[config.mk]
export PLATFORM = sky130hd
export DESIGN_NAME = fsps_sequencer
export DESIGN_NICKNAME = d
export VERILOG_FILES = /design/src/inc/fsps_pkg.sv /design/src/inc/fsps_buf_if.sv /design/src/fsps_sequencer.sv /design/src/fsps_page_buf.sv
export SDC_FILE = /design/constraint.sdc
export NUM_CORES = 1
export LEC_CHECK = 0
export BUFFER_PORTS_ARGS = -buffer_cell sky130_fd_sc_hd__buf_2
export CAP_MARGIN = 30
export CORE_UTILIZATION = 58
export CTS_BUF_LIST = sky130_fd_sc_hd__clkbuf_8 sky130_fd_sc_hd__clkbuf_16
export DETAILED_ROUTE_END_ITERATION = 10
export PLACE_DENSITY = 0.81
export SYNTH_ARGS = -nofsm -noshare
export SYNTH_HDL_FRONTEND = slang
export SYNTH_SLANG_ARGS = --single-unit
[constraint.sdc]
create_clock -name clk -period 6.05 [get_ports clk]
set_input_delay 1.21 -clock clk [delete_from_list [all_inputs] [get_ports clk]]
set_output_delay 1.21 -clock clk [all_outputs]
set_load 0.005 [all_outputs]
[src/inc/fsps_pkg.sv]
// package for the flash self-programming sequencer
// assumes a 20 MHz system clock and a classic wishbone register bus
package fsps_pkg;
  // clock rate and programming times
  localparam int unsigned CLK_HZ         = 20000000;
  localparam int unsigned PROG_MIN_US    = 3700;
  localparam int unsigned PROG_MAX_US    = 4500;
  localparam int unsigned PROG_MIN_CYC   = (PROG_MIN_US * (CLK_HZ / 1000) + 999) / 1000;
  localparam int unsigned PROG_MAX_CYC   = (PROG_MAX_US * (CLK_HZ / 1000)) / 1000;
  // arming windows in cycles
  localparam logic [2:0]  STORE_WIN      = 3'h4;
  localparam logic [2:0]  LOAD_WIN       = 3'h3;
  // register byte offsets
  localparam logic [3:0]  OFF_CTRL       = 4'h0;
  localparam logic [3:0]  OFF_POINTER    = 4'h4;
  localparam logic [3:0]  OFF_DATA       = 4'h8;
  localparam logic [3:0]  OFF_INSTR      = 4'hc;
  // control field positions
  localparam int unsigned BIT_ENABLE     = 0;
  localparam int unsigned BIT_ERASE      = 1;
  localparam int unsigned BIT_WRITE      = 2;
  localparam int unsigned BIT_FUSE       = 3;
  localparam int unsigned BIT_CLEAR      = 4;
  localparam logic [7:0]  CTRL_RESET     = 8'h00;
  // command patterns in the lower five control bits
  localparam logic [4:0]  CMD_LOAD       = 5'h01;
  localparam logic [4:0]  CMD_ERASE      = 5'h03;
  localparam logic [4:0]  CMD_WRITE      = 5'h05;
  localparam logic [4:0]  CMD_FUSE       = 5'h09;
  localparam logic [4:0]  CMD_CLEAR      = 5'h11;
  // instruction register command bit positions
  localparam int unsigned BIT_INSTR_STORE = 0;
  localparam int unsigned BIT_INSTR_LOAD  = 1;
  // pointer layout: byte bit, word index, page select
  localparam int unsigned WORD_BITS      = 4;
  localparam int unsigned PAGE_BITS      = 6;
  localparam int unsigned WORDS          = 16;
  localparam logic [15:0] PTR_LOCK       = 16'h0001;
  localparam logic [15:0] PTR_FUSE_LO    = 16'h0000;
  localparam logic [15:0] PTR_FUSE_HI    = 16'h0003;
  typedef enum logic [1:0] {FSPS_IDLE, FSPS_ARMED, FSPS_BUSY} fsps_state_e;
endpackage

[src/inc/fsps_buf_if.sv]
// interface between sequencer and its page buffer
// assumes one clock domain
`timescale 1ns/100ps
`default_nettype none
interface fsps_buf_if;
  logic        wr;
  logic        clr;
  logic [3:0]  idx;
  logic [15:0] wdata;
  logic        loaded;
  modport seq (output wr, output clr, output idx, output wdata, input loaded);
  modport buf_side (input wr, input clr, input idx, input wdata, output loaded);
endinterface
`default_nettype wire

[src/fsps_sequencer.sv]
// flash self-programming sequencer with wishbone register slave
// assumes the cpu raises the instruction strobes through register writes,
// fuse and lock values as static inputs, eeprom busy from same clock
`timescale 1ns/100ps
`default_nettype none
// Notes on behaviour
// - load pattern plus store writes data pair into buffer slot
// - erase ignores the data pair and pointer bits outside page field
// - cpu is stalled for whole erase and write
// - buffer slot comes from the word-in-page index field
// - buffer clears after page write, on clear bit, and on reset
// - eeprom write during page loading discards loaded buffer data
// - load instruction compares the whole pointer to pick the fuse or lock byte
// - upper three control bits always read zero
// - load within three cycles of fuse arm returns fuse or lock byte
// - write bit clears at completion or when window expires
// - erase bit clears at completion or when window expires
// - enable opens four-cycle store window, clears after store or expiry
// - enable reads one throughout erase and write
// - enable alone makes store write data pair, pointer lsb ignored
// - undefined command patterns have no effect
// - clear bit while filling empties the buffer
// - pointer one lock, zero fuse low, three fuse high
// - eeprom write blocks programming and fuse reads
// - operation stall lasts between min and max programming time
module fsps_sequencer #(
  parameter int unsigned PROG_CYC = fsps_pkg::PROG_MIN_CYC
) (
  input  wire logic        clk,
  input  wire logic        arst_n,
  input  wire logic        wb_cyc_i,
  input  wire logic        wb_stb_i,
  input  wire logic        wb_we_i,
  input  wire logic [3:0]  wb_adr_i,
  input  wire logic [3:0]  wb_sel_i,
  input  wire logic [31:0] wb_dat_i,
  output logic [31:0]      wb_dat_o,
  output logic             wb_ack_o,
  input  wire logic        eeprom_busy,
  input  wire logic [7:0]  lock_bits,
  input  wire logic [7:0]  fuse_low,
  input  wire logic [7:0]  fuse_high,
  output logic             cpu_stall,
  output logic             flash_erase,
  output logic             flash_write,
  output logic [5:0]       flash_page
);
  fsps_buf_if bif ();
  fsps_page_buf u_buf (
    .clk    (clk),
    .arst_n (arst_n),
    .bus    (bif.buf_side)
  );

  fsps_pkg::fsps_state_e state;
  logic [4:0]  ctrl;
  logic [2:0]  win;
  logic [15:0] pointer;
  logic [15:0] data_pair;
  logic [7:0]  load_result;
  logic [22:0] busy_cnt;
  logic        clear_wr;
  logic        store_go;
  logic        load_go;
  logic        wr_access;
  logic        op_done;

  // decode a byte address against a register offset
  function automatic logic hit(input logic [3:0] adr, input logic [3:0] off);
    return adr == off;
  endfunction

  /////////////////////////////////////////////////////////////////////////
  // bus slave: one wait-free ack cycle after the request is seen
  assign wr_access = wb_cyc_i & wb_stb_i & wb_we_i & ~wb_ack_o & wb_sel_i[0];
  assign store_go  = wr_access & hit(wb_adr_i, fsps_pkg::OFF_INSTR)
                     & wb_dat_i[fsps_pkg::BIT_INSTR_STORE];
  assign load_go   = wr_access & hit(wb_adr_i, fsps_pkg::OFF_INSTR)
                     & wb_dat_i[fsps_pkg::BIT_INSTR_LOAD];
  assign clear_wr  = wr_access & hit(wb_adr_i, fsps_pkg::OFF_CTRL)
                     & (wb_dat_i[4:0] == fsps_pkg::CMD_CLEAR) & ~eeprom_busy
                     & (state != fsps_pkg::FSPS_BUSY);
  assign op_done   = (state == fsps_pkg::FSPS_BUSY) && (busy_cnt == 23'h000001);

  // ack pulse
  always_ff @(posedge clk or negedge arst_n) begin
    if (!arst_n) begin
      wb_ack_o <= 1'b0;
    end else begin
      wb_ack_o <= wb_cyc_i & wb_stb_i & ~wb_ack_o;
    end
  end

  // read data mux, unmapped reads give zero
  always_ff @(posedge clk or negedge arst_n) begin
    if (!arst_n) begin
      wb_dat_o <= 32'h00000000;
    end else if (wb_cyc_i & wb_stb_i & ~wb_we_i & ~wb_ack_o) begin
      if (hit(wb_adr_i, fsps_pkg::OFF_CTRL)) begin
        wb_dat_o <= {27'h0000000, ctrl};
      end else if (hit(wb_adr_i, fsps_pkg::OFF_POINTER)) begin
        wb_dat_o <= {16'h0000, pointer};
      end else if (hit(wb_adr_i, fsps_pkg::OFF_DATA)) begin
        wb_dat_o <= {16'h0000, data_pair};
      end else if (hit(wb_adr_i, fsps_pkg::OFF_INSTR)) begin
        wb_dat_o <= {24'h000000, load_result};
      end else begin
        wb_dat_o <= 32'h00000000;
      end
    end
  end

  // pointer and data pair registers
  always_ff @(posedge clk or negedge arst_n) begin
    if (!arst_n) begin
      pointer   <= 16'h0000;
      data_pair <= 16'h0000;
    end else if (wr_access) begin
      if (hit(wb_adr_i, fsps_pkg::OFF_POINTER)) begin
        pointer <= wb_dat_i[15:0];
      end
      if (hit(wb_adr_i, fsps_pkg::OFF_DATA)) begin
        data_pair <= wb_dat_i[15:0];
      end
    end
  end

  /////////////////////////////////////////////////////////////////////////
  // control register, arming window and operation sequencing
  always_ff @(posedge clk or negedge arst_n) begin
    if (!arst_n) begin
      state <= fsps_pkg::FSPS_IDLE;
      ctrl  <= fsps_pkg::CTRL_RESET[4:0];
      win   <= 3'h0;
    end else begin
      case (state)
        fsps_pkg::FSPS_IDLE: begin
          if (wr_access && hit(wb_adr_i, fsps_pkg::OFF_CTRL) && !eeprom_busy) begin
            if (wb_dat_i[4:0] == fsps_pkg::CMD_LOAD || wb_dat_i[4:0] == fsps_pkg::CMD_ERASE
                || wb_dat_i[4:0] == fsps_pkg::CMD_WRITE
                || wb_dat_i[4:0] == fsps_pkg::CMD_FUSE) begin
              ctrl  <= wb_dat_i[4:0];
              win   <= (wb_dat_i[4:0] == fsps_pkg::CMD_FUSE) ?
                       fsps_pkg::LOAD_WIN : fsps_pkg::STORE_WIN;
              state <= fsps_pkg::FSPS_ARMED;
            end
          end
        end
        fsps_pkg::FSPS_ARMED: begin
          if (store_go && (ctrl == fsps_pkg::CMD_ERASE || ctrl == fsps_pkg::CMD_WRITE)) begin
            state <= fsps_pkg::FSPS_BUSY;
          end else if (store_go || load_go || win == 3'h1) begin
            ctrl  <= 5'h00;
            state <= fsps_pkg::FSPS_IDLE;
          end else begin
            win <= win - 3'h1;
          end
        end
        fsps_pkg::FSPS_BUSY: begin
          if (op_done) begin
            ctrl  <= 5'h00;
            state <= fsps_pkg::FSPS_IDLE;
          end
        end
        default: state <= fsps_pkg::FSPS_IDLE;
      endcase
    end
  end

  // busy counter sets the stall length
  always_ff @(posedge clk or negedge arst_n) begin
    if (!arst_n) begin
      busy_cnt <= 23'h000000;
    end else if (state == fsps_pkg::FSPS_ARMED && store_go) begin
      busy_cnt <= PROG_CYC[22:0];
    end else if (busy_cnt != 23'h000000) begin
      busy_cnt <= busy_cnt - 23'h000001;
    end
  end

  // flash strobes and page latch, outputs from flops
  always_ff @(posedge clk or negedge arst_n) begin
    if (!arst_n) begin
      cpu_stall   <= 1'b0;
      flash_erase <= 1'b0;
      flash_write <= 1'b0;
      flash_page  <= 6'h00;
    end else begin
      if (state == fsps_pkg::FSPS_ARMED && store_go && ctrl == fsps_pkg::CMD_ERASE) begin
        flash_erase <= 1'b1;
        cpu_stall   <= 1'b1;
        flash_page  <= pointer[15:10];
      end else if (state == fsps_pkg::FSPS_ARMED && store_go
                   && ctrl == fsps_pkg::CMD_WRITE) begin
        flash_write <= 1'b1;
        cpu_stall   <= 1'b1;
        flash_page  <= pointer[15:10];
      end else if (op_done) begin
        flash_erase <= 1'b0;
        flash_write <= 1'b0;
        cpu_stall   <= 1'b0;
      end
    end
  end

  // fuse and lock readback into the load result
  always_ff @(posedge clk or negedge arst_n) begin
    if (!arst_n) begin
      load_result <= 8'h00;
    end else if (load_go && state == fsps_pkg::FSPS_ARMED && ctrl == fsps_pkg::CMD_FUSE) begin
      if (pointer == fsps_pkg::PTR_LOCK) begin
        load_result <= lock_bits;
      end else if (pointer == fsps_pkg::PTR_FUSE_HI) begin
        load_result <= fuse_high;
      end else begin
        load_result <= fuse_low;
      end
    end
  end

  // buffer port: store with enable alone loads the data pair
  assign bif.wr    = store_go && state == fsps_pkg::FSPS_ARMED
                     && ctrl == fsps_pkg::CMD_LOAD;
  assign bif.idx   = pointer[fsps_pkg::WORD_BITS:1];
  assign bif.wdata = data_pair;
  assign bif.clr   = clear_wr || (op_done && flash_write)
                     || (eeprom_busy && bif.loaded);

  /////////////////////////////////////////////////////////////////////////
  // checks
  a_stall_on_erase: assert property (@(posedge clk) disable iff (!arst_n)
    (state == fsps_pkg::FSPS_ARMED && store_go && ctrl == fsps_pkg::CMD_ERASE)
    |=> cpu_stall) else $error("no stall on erase");
  a_enable_held: assert property (@(posedge clk) disable iff (!arst_n)
    cpu_stall |-> ctrl[fsps_pkg::BIT_ENABLE]) else $error("enable dropped in op");
  a_window_ends: assert property (@(posedge clk) disable iff (!arst_n)
    (state == fsps_pkg::FSPS_IDLE ##1 state == fsps_pkg::FSPS_ARMED
     && ctrl == fsps_pkg::CMD_LOAD) ##1 !store_go [*4]
    |=> ctrl == 5'h00) else $error("window did not expire");
  a_reserved_zero: assert property (@(posedge clk) disable iff (!arst_n)
    wb_ack_o && $past(hit(wb_adr_i, fsps_pkg::OFF_CTRL) && !wb_we_i)
    |-> wb_dat_o[7:5] == 3'h0) else $error("reserved bits set");
  a_bad_cmd_ignored: assert property (@(posedge clk) disable iff (!arst_n)
    (state == fsps_pkg::FSPS_IDLE && wr_access && hit(wb_adr_i, fsps_pkg::OFF_CTRL)
     && wb_dat_i[4:0] == 5'h07) |=> state == fsps_pkg::FSPS_IDLE)
    else $error("bad pattern acted");
  a_eeprom_blocks: assert property (@(posedge clk) disable iff (!arst_n)
    (state == fsps_pkg::FSPS_IDLE && eeprom_busy) |=> state != fsps_pkg::FSPS_ARMED)
    else $error("armed during eeprom write");
  a_stall_length: assert property (@(posedge clk) disable iff (!arst_n)
    $rose(cpu_stall) |-> cpu_stall [*8]) else $error("stall too short");
  a_write_clears: assert property (@(posedge clk) disable iff (!arst_n)
    (op_done && flash_write) |=> !bif.loaded) else $error("buffer kept");
  c_erase: cover property (@(posedge clk) disable iff (!arst_n) $fell(flash_erase));
  c_write: cover property (@(posedge clk) disable iff (!arst_n) $fell(flash_write));
  c_load: cover property (@(posedge clk) disable iff (!arst_n) bif.wr);
  c_fuse: cover property (@(posedge clk) disable iff (!arst_n)
    load_go && ctrl == fsps_pkg::CMD_FUSE);
endmodule
`default_nettype wire

[src/fsps_page_buf.sv]
// temporary page buffer of one flash page
// assumes clk, arst_n shared with the sequencer
`timescale 1ns/100ps
`default_nettype none
module fsps_page_buf (
  input  wire logic   clk,
  input  wire logic   arst_n,
  fsps_buf_if.buf_side bus
);
  logic [15:0] mem [fsps_pkg::WORDS];
  logic [fsps_pkg::WORDS-1:0] valid;

  // buffer words; contents only meaningful where valid
  always_ff @(posedge clk) begin
    if (bus.wr) begin
      mem[bus.idx] <= bus.wdata;
    end
  end

  // valid marks, wiped on clear and reset
  always_ff @(posedge clk or negedge arst_n) begin
    if (!arst_n) begin
      valid <= '0;
    end else if (bus.clr) begin
      valid <= '0;
    end else if (bus.wr) begin
      valid[bus.idx] <= 1'b1;
    end
  end

  assign bus.loaded = |valid;
endmodule
`default_nettype wire

==> results by stage, run 1 <==
Timing:
- The number of hold-slack violations in the final timing report is 0.
- The fraction of the cycle the final worst path needs is 56.3%.
- The number of slew-limit violations in the final report is 0.
- The worst slew margin relative to its limit is roughly 42%.
- For the pin with the worst max-slew slack, the measured transition is between 0.8 and 0.9 ns.
- The clock arrives with between 0.01 and 0.015 ns of skew.
- The final sum of negative setup slack is 0 ns.
- The final worst slack is roughly 2.6 ns.
- Static timing analysis puts the maximum clock frequency at roughly 290 MHz.
- Setup repair after global routing left no endpoint under its margin.
- Setup violations remaining at the end of the flow were counted as 0.
- Subtracting the final worst setup slack from the clock period gives 3.41 ns.

Run status:
- The flow ran to the end, and the final reports show no timing, DRC or antenna violations.

Synth:
- Of the total synthesized cell area, the portion taken by XOR and XNOR cells is under 10%.
- The count of warnings emitted by yosys is 0.
- After Yosys synthesis, and, or, nand and nor cells account for between 10% and 20% of the synthesized area.
- Of the post-synthesis cell area, the dominant cell type holds roughly half.
- The number of distinct library cells after synthesis is 51.
- The most common cell in the synthesized netlist is dfrtp_1.
- The leading register cell type out of synthesis is dfrtp_1.
- After synthesis, the most frequently instantiated cells are dfrtp_1 (99), nor2_1 (57), mux2_2 (39).
- Ranked by total cell area, the synthesized netlist is headed by dfrtp_1 (50%), mux2_2 (8.9%), nor2_1 (4.3%).
- The synthesized design spends more area on one cell type than any other, namely dfrtp_1.
- The post-synth design cell area is ~5000 um^2.
- The post-synthesis compound-gate area fraction is under 10%.
- The share of synthesized registers carrying an async set or reset is between 90% and 100%.
- The count of flip-flops with a built-in enable after synthesis is 0.
- The main combinational cell family by area after synthesis is simple AND/OR/NAND/NOR gates.
- Synthesis handed over a netlist of between 400 and 500 instances.
- The multiplexer fraction of the synthesized cell area is 12.1%.
- Dividing the synthesized area by the synthesized cell count gives between 10 and 15 um^2.
- The fraction of the mapped netlist area in adder cells is roughly 2.5%.
- The synthesized design contains between 90 and 100 register bits.
- The share of the Yosys chip area taken by registers is approximately 50%.

Worst setup path:
- The critical path is of the primary input to flop type.
- The worst setup path is launched from a primary input.
- Traced cell by cell, the critical path runs through buf_2 > or3b_1 > nor4b_2 > buf_4 > and2_1 > or3_1 > mux2_4.
- The largest incremental delay on the critical path is approximately 0.57 ns.
- Data arrives at the worst endpoint at between 3 and 4 ns.
- Grouping stages by cell kind, the critical path spends the most delay in simple AND/OR/NAND/NOR gates.
- The data required time of the critical path is ~6.3 ns.
- The cell with the biggest individual delay on the critical path is or3b_1.
- STA classifies the critical path endpoint as a flop.
- In this run the worst path has a maximum fanout of 22.
- Together, buffers and inverters on the worst path number 2.

Global route:
- The first global-routing pass estimated between 15000 and 20000 um of wire.
- The routing layer with the top usage in global route is met2.
- The number of global-route vias before repair is 3621.
- The global-route met3 utilization is around 3.8%.
- The overall fraction of global-route tracks in use is about a quarter.
- Summed over all layers, the global routing overflow is 0.
- Entering global routing, the biggest net connects between 60 and 70 pins.
- The initial antenna violation count is 0.
- The met2 track demand over resource in global routing is 39.7%.
- The met1 global-route usage is a little over a third.

Floorplanning:
- about 110 I/O pins were placed.
- The core region is between 8000 and 9000 um^2.
- The die is between 90 and 100 um tall.
- Once the floorplan was initialized, standard cells occupied 60.0% of the core.
- The die covers 8920 um^2.
- In this run the core area contains 33 standard-cell rows.
- The width of the chip is approximately 94 um.

Clock tree:
- The maximum level of the CTS H-tree is 3.
- The total setup buffers inserted after CTS is 0.
- TritonCTS built the clock tree.
- The number of sinks driven by the clock tree is between 90 and 100.
- In this run, post-CTS repair resized a total of 0 instances.
- The clock buffer count from CTS is 9.
- Hold repair after CTS inserted 0 buffers.
- The CTS root buffer is clkbuf_8.
- Clock-pin slew was measured on the worst setup and hold paths at 0.10 ns.
- No sink is reached through more buffers than the 2 on the longest clock path.
- Clock latency on the worst-skew pair, taken at its later pin, is 0.38 ns.

Power and ir drop:
- The fraction of power consumed by combinational cells is 22.0%.
- The internal cell power is 1.08 mW.
- The overall power consumption is between 1.5 and 2 mW.
- In this run, flip-flops and latches consume 51.7% of the power.
- The maximum resistive drop on vdd is ~0.00013 V.
- The switching power summed over all nets is approximately 0.52 mW.
- The areal power density over the cells is around 290 nW/um^2.
- The standby leakage power is approximately 2.5 nW.
- The fraction of power spent switching nets is about 33%.
- The proportion of power drawn by the clock network is between 20% and 30%.

Finish:
- The number of antenna cells inserted is 0.
- The area added between synthesis and finish is 12.5%.
- The footprint of the multi-input gates is between 2000 and 2500 um^2.
- Of the cells placed in the final design, the portion with a size suffix greater than 1 is approximately 27%.
- Fill cells in the final layout number approximately 650.
- The post-layout net count is about 630.
- Once layout is complete, the utilization of the core stands at approximately two thirds.
- The cell area after layout is about 5600 um^2.
- Summing all flip-flop and latch instances after layout gives about 2500 um^2.

Placement:
- The number of buffers inserted by port buffering is 76.
- The half-perimeter wire length after placement is 7400 um.
- The placement-stage worst setup slack is roughly 2.2 ns.
- The post-place instance area is about 5400 um^2.
- Routability-driven placement finished with a final weighted congestion of ~0.8.

Routing:
- In the final routed layout, each cell accounts on average for roughly 16 um.
- In this run the remaining antenna-violating nets after routing total 0.
- The total DRC errors in the routed layout is 0.
- The ratio of routed vias to standard cells is around 5.7.
- The number of DRC markers after the initial detailed-route iteration is approximately 220.
- The first TritonRoute pass finished after 4 iterations.
- Summing over every cut layer, the via total after detailed routing is 3780.
- The detailed-route wire length is around 10000 um.

Job:
- Max-cap violations in this run came to 0.

Min path:
- The min-delay analysis places its worst path in the category flop to flop.
[cell usage in the layout (no fill, tap or decap), types with 16 or more instances in the layout]
cell,instances
dfrtp_1,99
conb_1,16
buf_2,76
o21ai_0,34
xor2_1,16
nand2_1,36
mux2_2,39
nor2_1,57
[final timing paths]
check | start | endpoint | slack (ns) | depth (start not counted)
worst max-delay path | wb_adr_i[1] | ctrl[1] | 2.64 | 7
min in group asynchronous | arst_n | busy_cnt[14] | 0.78 | 1
worst min register to register | cpu_stall | cpu_stall | 0.48 | 1
worst max register to register | state[1] | ctrl[1] | 3.23 | 8
max in group asynchronous | arst_n | bif.wdata[5] | 4.14 | 2
worst min-delay path | cpu_stall | cpu_stall | 0.48 | 1
[cells by family (layout without fill, tap and decap cells)]
group,after synthesis,after routing
and+or+nand+nor,174,174
DFF,99,99
AOI/OAI and AO/OA,75,75
muxes,53,53
buffers and inverters,49,110
xor gates and xnor gates,17,17
adders and majority gates,10,10
other,1,16
[sequential cells by signal, indices dropped and copies added, names as in the netlist]
name / flops
busy_cnt: 23
bif.wdata: 16
pointer: 16
wb_dat_o: 16
load_result: 8
flash_page: 6
ctrl: 5
win: 3
state: 2
cpu_stall: 1
flash_erase: 1
flash_write: 1
wb_ack_o: 1
[through the flow]
stage	std cells	hold WS [ns]
6_report	659	0.481
5_1_grt	659	0.496
4_1_cts	658	0.483
3_5_place_dp	642	0.461
3_3_place_gp	641	0.462
2_1_floorplan	493	0.450
[per-layer routing]
layer / up-vias / share of wire [%]
li1: 1792 / -
met1: 1836 / 45
met2: 131 / 47
met3: 21 / 5.6
met4: 0 / 2.0
met5: - / 0
[power by group through the flow]
stage,clock network (mW),logic (mW),registers (mW)
5_1_grt,0.453,0.395,0.842
2_1_floorplan,0,0.259,0.820
3_3_place_gp,0,0.332,0.831
6_report,0.422,0.353,0.828
3_5_place_dp,0,0.353,0.840
4_1_cts,0.428,0.355,0.827
[cell type report]
class | instances | share of cell area (%)
multi-input cells | 345 | 41.3
clock buffers | 9 | 2.22
repair buffers | 83 | 7.76
inverters | 11 | 0.740
flip-flops and latches | 99 | 44.4
clock inverters | 7 | 1.26
well taps | 105 | 2.35
(Power assumes the default switching activity.)
==> inputs of run 2 (changes only) <==
--- a/config.mk
+++ b/config.mk
@@ -7,10 +7,10 @@
 export LEC_CHECK = 0
 export BUFFER_PORTS_ARGS = -buffer_cell sky130_fd_sc_hd__buf_2
 export CAP_MARGIN = 30
-export CORE_UTILIZATION = 58
+export CORE_UTILIZATION = 54
 export CTS_BUF_LIST = sky130_fd_sc_hd__clkbuf_8 sky130_fd_sc_hd__clkbuf_16
 export DETAILED_ROUTE_END_ITERATION = 10
-export PLACE_DENSITY = 0.81
+export PLACE_DENSITY = 0.76
 export SYNTH_ARGS = -nofsm -noshare
 export SYNTH_HDL_FRONTEND = slang
 export SYNTH_SLANG_ARGS = --single-unit
==> constraint.sdc (replaced) <==
create_clock -name clk -period 3.3 [get_ports clk]
set_input_delay 0.66 -clock clk [delete_from_list [all_inputs] [get_ports clk]]
set_output_delay 0.66 -clock clk [all_outputs]
set_load 0.005 [all_outputs]
==> run 2 against run 1 <==
Compared with the run above:
- non-clock buffer count rose by 5
- the flow now finishes with violations (design-rule violations)
- wire length rose by 3.6%
- clock power rose by 110%
- critical path depth fell by 1
==> results by stage, run 2 (synthesized netlist as in run 1, its figures left out) <==
Timing:
- The post-route clock skew is about 0.021 ns.
- The post-layout minimum cycle time is 2.86 ns.
- Setup violations remaining at the end of the flow were counted as 0.
- The worst pin sits at a relative slew slack of between 50% and 60%.
- Adding up every negative setup slack in the final design gives 0 ns.
- For this run, the top clock speed supported by timing is ~350 MHz.
- At the pin with the least slew margin, the transition time is 0.632 ns.
- The number of slew-limit violations in the final report is 0.
- The number of hold-slack violations in the final timing report is 0.
- On the final layout, the worst hold slack is approximately 0.29 ns.
- After layout, the worst path uses slightly below 90% of the clock period.
- The final worst slack is between 0.4 and 0.5 ns.
- Setup repair after global routing left no endpoint under its margin.

Job:
- Across the run, the number of max-cap violations was 0.

Worst setup path:
- The critical path contains buffers and inverters numbering 0 combined.
- The largest fanout of any net on the critical path is 5.
- The end of the worst register-to-register path is ctrl[1].
- For the worst flop-to-flop path, the logic depth is 6.
- The critical path endpoint category is a flop.
- The critical path goes through or4_1 > nor3_2 > nand4_1 > a221o_1 > or3_1 > mux2_4.
- The worst path arrival time is between 3 and 4 ns.
- The worst setup path is launched from a flop.
- The worst register-to-register path begins at busy_cnt[19].
- On the critical path the largest part of the delay comes from simple AND/OR/NAND/NOR gates.
- Among all stages on the critical path, the largest delay is contributed by or4_1.
- The setup check on the worst reg-to-reg path leaves a slack of ~0.44 ns.
- The critical path is of the flop to flop type.
- In this design, the stage delay of the slowest critical-path cell is just over 0.6 ns.
- The data required time of the critical path is between 3 and 4 ns.

Placement:
- The total instance count after detailed placement is roughly 650.
- In this run the tool buffered the top-level ports with 76 buffer cells.
- The HPWL after detailed placement is a little under 8000 um.
- The post-place instance area is around 5400 um^2.
- The final RePlAce weighted congestion is 0.770.
- The placement-stage worst setup slack is 0.318 ns.

Clock tree:
- The maximum level of the CTS H-tree is 3.
- The clock buffer count from CTS is 9.
- The root buffer cell chosen for the clock tree is clkbuf_8.
- The number of sinks driven by the clock tree is 99.
- Once the clock tree was built, the resizer swapped 0 gates to a different size.
- TritonCTS built the clock tree.
- The total setup buffers inserted after CTS is 0.
- The number of buffers on the longest clock path is 2.
- Hold repair after CTS inserted 0 buffers.
- The clock edge transition at the registers on the reported setup and hold paths is 0.10 ns.
- The clock latency on the worst-skew pair is around 0.38 ns.

Finish:
- The post-layout net count is roughly 630.
- The top register by number of flip-flops is busy_cnt.
- The area added between synthesis and finish is 14.2%.
- The repair_antennas step left the layout with diodes totalling 0.
- In the final layout, the multi-input gates occupy around 2300 um^2.
- The share of the core filled with cells is between 60% and 70%.
- The fraction of final layout cells with drive strength greater than 1 is between 20 and 30%.
- In the layout the commonest cells are dfrtp_1 (99), buf_2 (75), nor2_1 (57).
- The number of cells in the finished layout apart from fillers is between 600 and 700.
- The number of flip-flops under the largest register name is 23.
- The cell area after layout is 5660 um^2.
- The fill cell total of the finished layout is 718.
- The flip-flop and latch area is roughly 2500 um^2.
- The commonest non-fill, non-tap cell in the layout is dfrtp_1.

Floorplanning:
- The die is 97.8 um tall.
- The number of ports placed on the die boundary is between 100 and 150.
- The die covers approximately 9600 um^2.
- The cell row count is 34.
- The initial standard-cell utilization of the core is between 50% and 60%.
- The area of the placeable core is between 8000 and 9000 um^2.
- The width of the chip is a little under 100 um.

Global route:
- Global routing finished with a remaining overflow of 0.
- For this run, the total global-route usage over all layers was measured as ~24%.
- The global-route wire length before repair is about 18000 um.
- Entering global routing, the biggest net connects 49 pins.
- The initial antenna violation count is 0.
- The number of global-route vias before repair is 3794.

Power and ir drop:
- In this run the power density over the cells is between 500 and 600 nW/um^2.
- The standby leakage power is ~2.6 nW.
- The worst-case IR drop observed on VDD is 0.000318 V.
- The completed layout was analyzed and its total power is approximately 3.0 mW.

Min path:
- The type of the tightest min-delay check is primary input to asynchronous set/reset pin.

Routing:
- After detailed routing, the number of vias per cell comes to 5.63.
- The detailed-route wire length is between 10000 and 15000 um.
- The count of TritonRoute iterations in the first routing pass is 7.
- After detailed routing, the number of remaining DRC violations is 10.
- The detailed router finished its first iteration with 230 violations.
- In the final routed layout, each cell accounts on average for approximately 16 um.
- The final route contains 3752 vias.
- The detail route stage leaves a number of antenna-violating nets equal to 0.

Run status:
- The flow ran to the end, but the final reports show violations.
- The checks that failed: design-rule violations.
-- run 2: changes by cell type in the layout (fill, tap and decap cells not counted), sizes merged --
cell,delta
clkinv,-2
buf,+5
bufinv,+2
inv,-1
clkinvlp,+1
-- run 2: layer usage --
metal / up-vias / global-route usage, % / part of all wire [%]
met2: 103 / 40.2 / 50
met5: - / 0 / 0
met3: 12 / 4.65 / 3.6
met4: 0 / 7.46 / 1.3
met1: 1838 / 32.3 / 45
li1: 1799 / - / -
-- run 2: final cells by class --
| type | count | area share (%) |
|---|---|---|
| Clock buffer | 9 | 2.19 |
| Timing Repair Buffer | 88 | 8.36 |
| Tap cell | 108 | 2.39 |
| Inverter | 11 | 0.729 |
| Sequential cell | 99 | 43.8 |
| Clock inverter | 7 | 1.90 |
| Multi-Input combinational cell | 345 | 40.7 |
-- run 2: where the power goes --
group          total (mW)  leakage, nW  switching, mW  internal (mW)
Clock               0.887        0.114          0.445          0.441
Combinational       0.643         1.22          0.334          0.309
Sequential           1.52         1.24          0.142           1.38
-- run 2: how the worst max path moves through the flow --
| stage | cells after the start | slack, ns | to | start |
|---|---|---|---|---|
| 2_1_floorplan | 8 | 0.51 | ctrl[1] | wb_adr_i[1] |
| 3_3_place_gp | 7 | 0.40 | ctrl[4] | wb_adr_i[1] |
| 3_5_place_dp | 7 | 0.32 | ctrl[2] | wb_adr_i[1] |
| 4_1_cts | 6 | 0.45 | ctrl[2] | busy_cnt[19] |
| 5_1_grt | 6 | 0.32 | ctrl[2] | busy_cnt[19] |
| 6_report | 6 | 0.44 | ctrl[1] | busy_cnt[19] |
==> inputs of run 3 (changes only) <==
--- a/config.mk
+++ b/config.mk
@@ -7,7 +7,9 @@
 export LEC_CHECK = 0
 export BUFFER_PORTS_ARGS = -buffer_cell sky130_fd_sc_hd__buf_2
 export CAP_MARGIN = 30
-export CORE_UTILIZATION = 54
+export CELL_PAD_IN_SITES_DETAIL_PLACEMENT = 1
+export CELL_PAD_IN_SITES_GLOBAL_PLACEMENT = 1
+export CORE_UTILIZATION = 42
 export CTS_BUF_LIST = sky130_fd_sc_hd__clkbuf_8 sky130_fd_sc_hd__clkbuf_16
 export DETAILED_ROUTE_END_ITERATION = 10
 export PLACE_DENSITY = 0.76
==> run 3 against run 2 <==
Compared with the run above:
- the flow now finishes without violations
- maximum frequency increased by 2.4%
- largest power group unchanged
- largest cell class unchanged
- global-route usage fell by 1.5 points
- clock skew decreased by 0.011 ns
- clock power up 27%
- total power up 8.7%
- critical path type unchanged
==> results by stage, run 3 (synthesized netlist as in run 1, its figures left out) <==
Placement:
- The count of buffers added on input and output ports is 76.
- The number of placed instances, taps included, is 684.
- The half-perimeter wire length after placement is ~8800 um.
- At the end of routability-driven placement, the weighted congestion stood at ~0.77.

Worst setup path:
- The signal on the critical path passes through or4_1 > nor3_2 > nand4_1 > a221o_1 > or3_1 > mux2_4.
- Data on the critical path arrives at its endpoint at between 3 and 4 ns.
- The largest individual stage delay along the critical path comes from the cell or4_1.
- The largest incremental delay on the critical path is between 0.6 and 0.7 ns.
- The worst setup path is captured at a flop.
- Of all nets on the critical path, the largest fanout is 5.
- The worst setup path is launched from a flop.
- At the worst endpoint, the required time is between 3 and 4 ns.
- The number of buffers and inverters on the critical path is 0.
- The kind of critical path is flop to flop.
- Among cell families on the critical path, the largest total delay comes from simple AND/OR/NAND/NOR gates.

Global route:
- Summed over all layers, the global routing overflow is 0.
- The largest net degree at the start of global routing is between 60 and 70.
- The overall fraction of global-route tracks in use is 22.7%.
- The number of global-route vias before repair is between 4000 and 5000.
- The initial antenna violation count is 0.
- The first global-routing pass estimated about 22000 um of wire.

Finish:
- The fraction of final layout cells with drive strength greater than 1 is between 20% and 30%.
- In the layout the commonest cells are dfrtp_1 (99), buf_2 (75), nor2_1 (57).
- The post-layout net count is roughly 630.
- The top register by number of flip-flops is busy_cnt.
- The number of cells in the finished layout apart from fillers is 700.
- The area added between synthesis and finish is 16.7%.
- The number of antenna cells inserted is 0.
- Summing all multi-input logic gate instances after layout gives between 2000 and 2500 um^2.
- The share of the core filled with cells is just over 50%.
- The register with the most flip-flops in the layout has 23 of them.
- The fill cell total of the finished layout is ~1300.
- Leaving out fill and tap cells, the most frequent cell in the layout is dfrtp_1.
- Registers take between 2000 and 2500 um^2.

Routing:
- The count of nets left with antenna violations after detail routing is 0.
- Dividing the detail-routed wire length by the instance count gives between 15 and 20 um.
- The detailed-route via count is 3855.
- The total DRC errors in the routed layout is 0.
- The highest routed metal layer is met4.
- The ratio of routed vias to standard cells is approximately 5.5.
- The count of TritonRoute iterations in the first routing pass is 4.
- After detailed routing, the wire length on met1 is ~5400 um.
- The routed design uses ~6600 um of met2 wire.
- The routed design has between 10000 and 15000 um of wire.
- The number of DRC markers after the initial detailed-route iteration is ~170.
- The sum of met3 wire segment lengths after detailed routing is between 300 and 400 um.

Timing:
- Clock skew on the completed layout was measured at 0.00975 ns.
- The setup-violating endpoint count in the final report is 0.
- The post-layout minimum cycle time is between 2 and 3 ns.
- Adding up every negative setup slack in the final design gives 0 ns.
- The number of slew-limit violations in the final report is 0.
- The top achievable clock speed is roughly 360 MHz.
- The number of hold-slack violations in the final timing report came to 0.
- The worst slack on hold paths is 0.270 ns.
- The fraction of the cycle the final worst path needs is 84.5%.
- For the pin with the worst max-slew slack, the measured transition is a little under 0.7 ns.
- Setup repair after global routing left no endpoint under its margin.
- Headroom to the max-slew limit came out at a little over half.

Power and ir drop:
- The maximum resistive drop on vdd is 0.000487 V.
- The areal power density over the cells is about 570 nW/um^2.
- The analysis attributes to cell leakage a power of 2.61 nW.

Floorplanning:
- Row generation in the floorplan step produced 39 rows.
- The initial standard-cell utilization of the core is between 40% and 50%.
- The number of ports placed on the die boundary is between 100 and 150.
- The core region is 11500 um^2.
- The width of the chip is ~110 um.
- The area of the die is about 12000 um^2.
- The die boundary height is 111 um.

Clock tree:
- No sink is reached through more buffers than the 2 on the longest clock path.
- The number of gates resized after CTS was 0.
- For this design, the CTS-stage hold fixing added 0 buffers.
- The maximum level of the CTS H-tree is 3.
- The clock edge transition at the registers on the reported setup and hold paths is ~0.070 ns.
- For the worst-skew pair, the clock arrives at the later sink with an insertion delay of 0.36 ns.
- The CTS root buffer is clkbuf_16.
- TritonCTS built the clock tree.
- The clock buffer count from CTS is 9.
- The total setup buffers inserted after CTS is 0.
- The clock drives approximately 100 sinks.

Min path:
- In this run the worst hold path is classified as primary input to asynchronous set/reset pin.

Job:
- The max-capacitance violation count is 0.

Run status:
- The run finished with clean final reports.
[run 3: cell types whose count changed in the layout (fill, tap and decap cells not counted)]
cell / before / now
clkbuf_16: 0 / 9
buf_12: 0 / 1
bufinv_16: 2 / 1
clkbuf_8: 9 / 1
buf_4: 13 / 10
[run 3: metrics by stage]
stage          instance area (um^2)  setup WS, ns  total power, mW
2_1_floorplan                  5010         0.507             1.98
3_3_place_gp                   5470         0.345             2.15
3_5_place_dp                   5470         0.324             2.21
4_1_cts                        5790         0.488             3.35
5_1_grt                        5790         0.372             3.49
6_report                       5790         0.511             3.31
[run 3: worst paths after layout]
kind	from	endpoint	slack, ns	cells past startpoint
min reg2reg	load_result[5]	load_result[5]	0.49	2
min in group clk	load_result[5]	load_result[5]	0.49	2
max	busy_cnt[5]	ctrl[2]	0.51	6
max in group asynchronous	arst_n	wb_dat_o[9]	2.31	2
min	arst_n	busy_cnt[5]	0.27	1
max reg2reg	busy_cnt[5]	ctrl[2]	0.51	6
[run 3: layout make-up]
| cell class | instances | share of cell area, % |
|---|---|---|
| inverters | 11 | 0.714 |
| well taps | 143 | 3.09 |
| flip-flops and latches | 99 | 42.8 |
| repair buffers | 86 | 8.13 |
| clock inverters | 6 | 1.34 |
| clock buffers | 10 | 4.13 |
| multi-input cells | 345 | 39.8 |
[run 3: metal layers]
metal | GRT usage [%] | vias up
met5 | 0 | -
met4 | 10.0 | 0
met3 | 4.61 | 23
met2 | 39.1 | 57
met1 | 27.3 | 1979
li1 | - | 1796
[run 3: report_power, final]
group / switching [mW] / internal [mW] / total, mW / leakage (nW)
Sequential: 0.144 / 1.38 / 1.52 / 1.24
Combinational: 0.354 / 0.312 / 0.666 / 1.22
Clock: 0.504 / 0.623 / 1.13 / 0.153
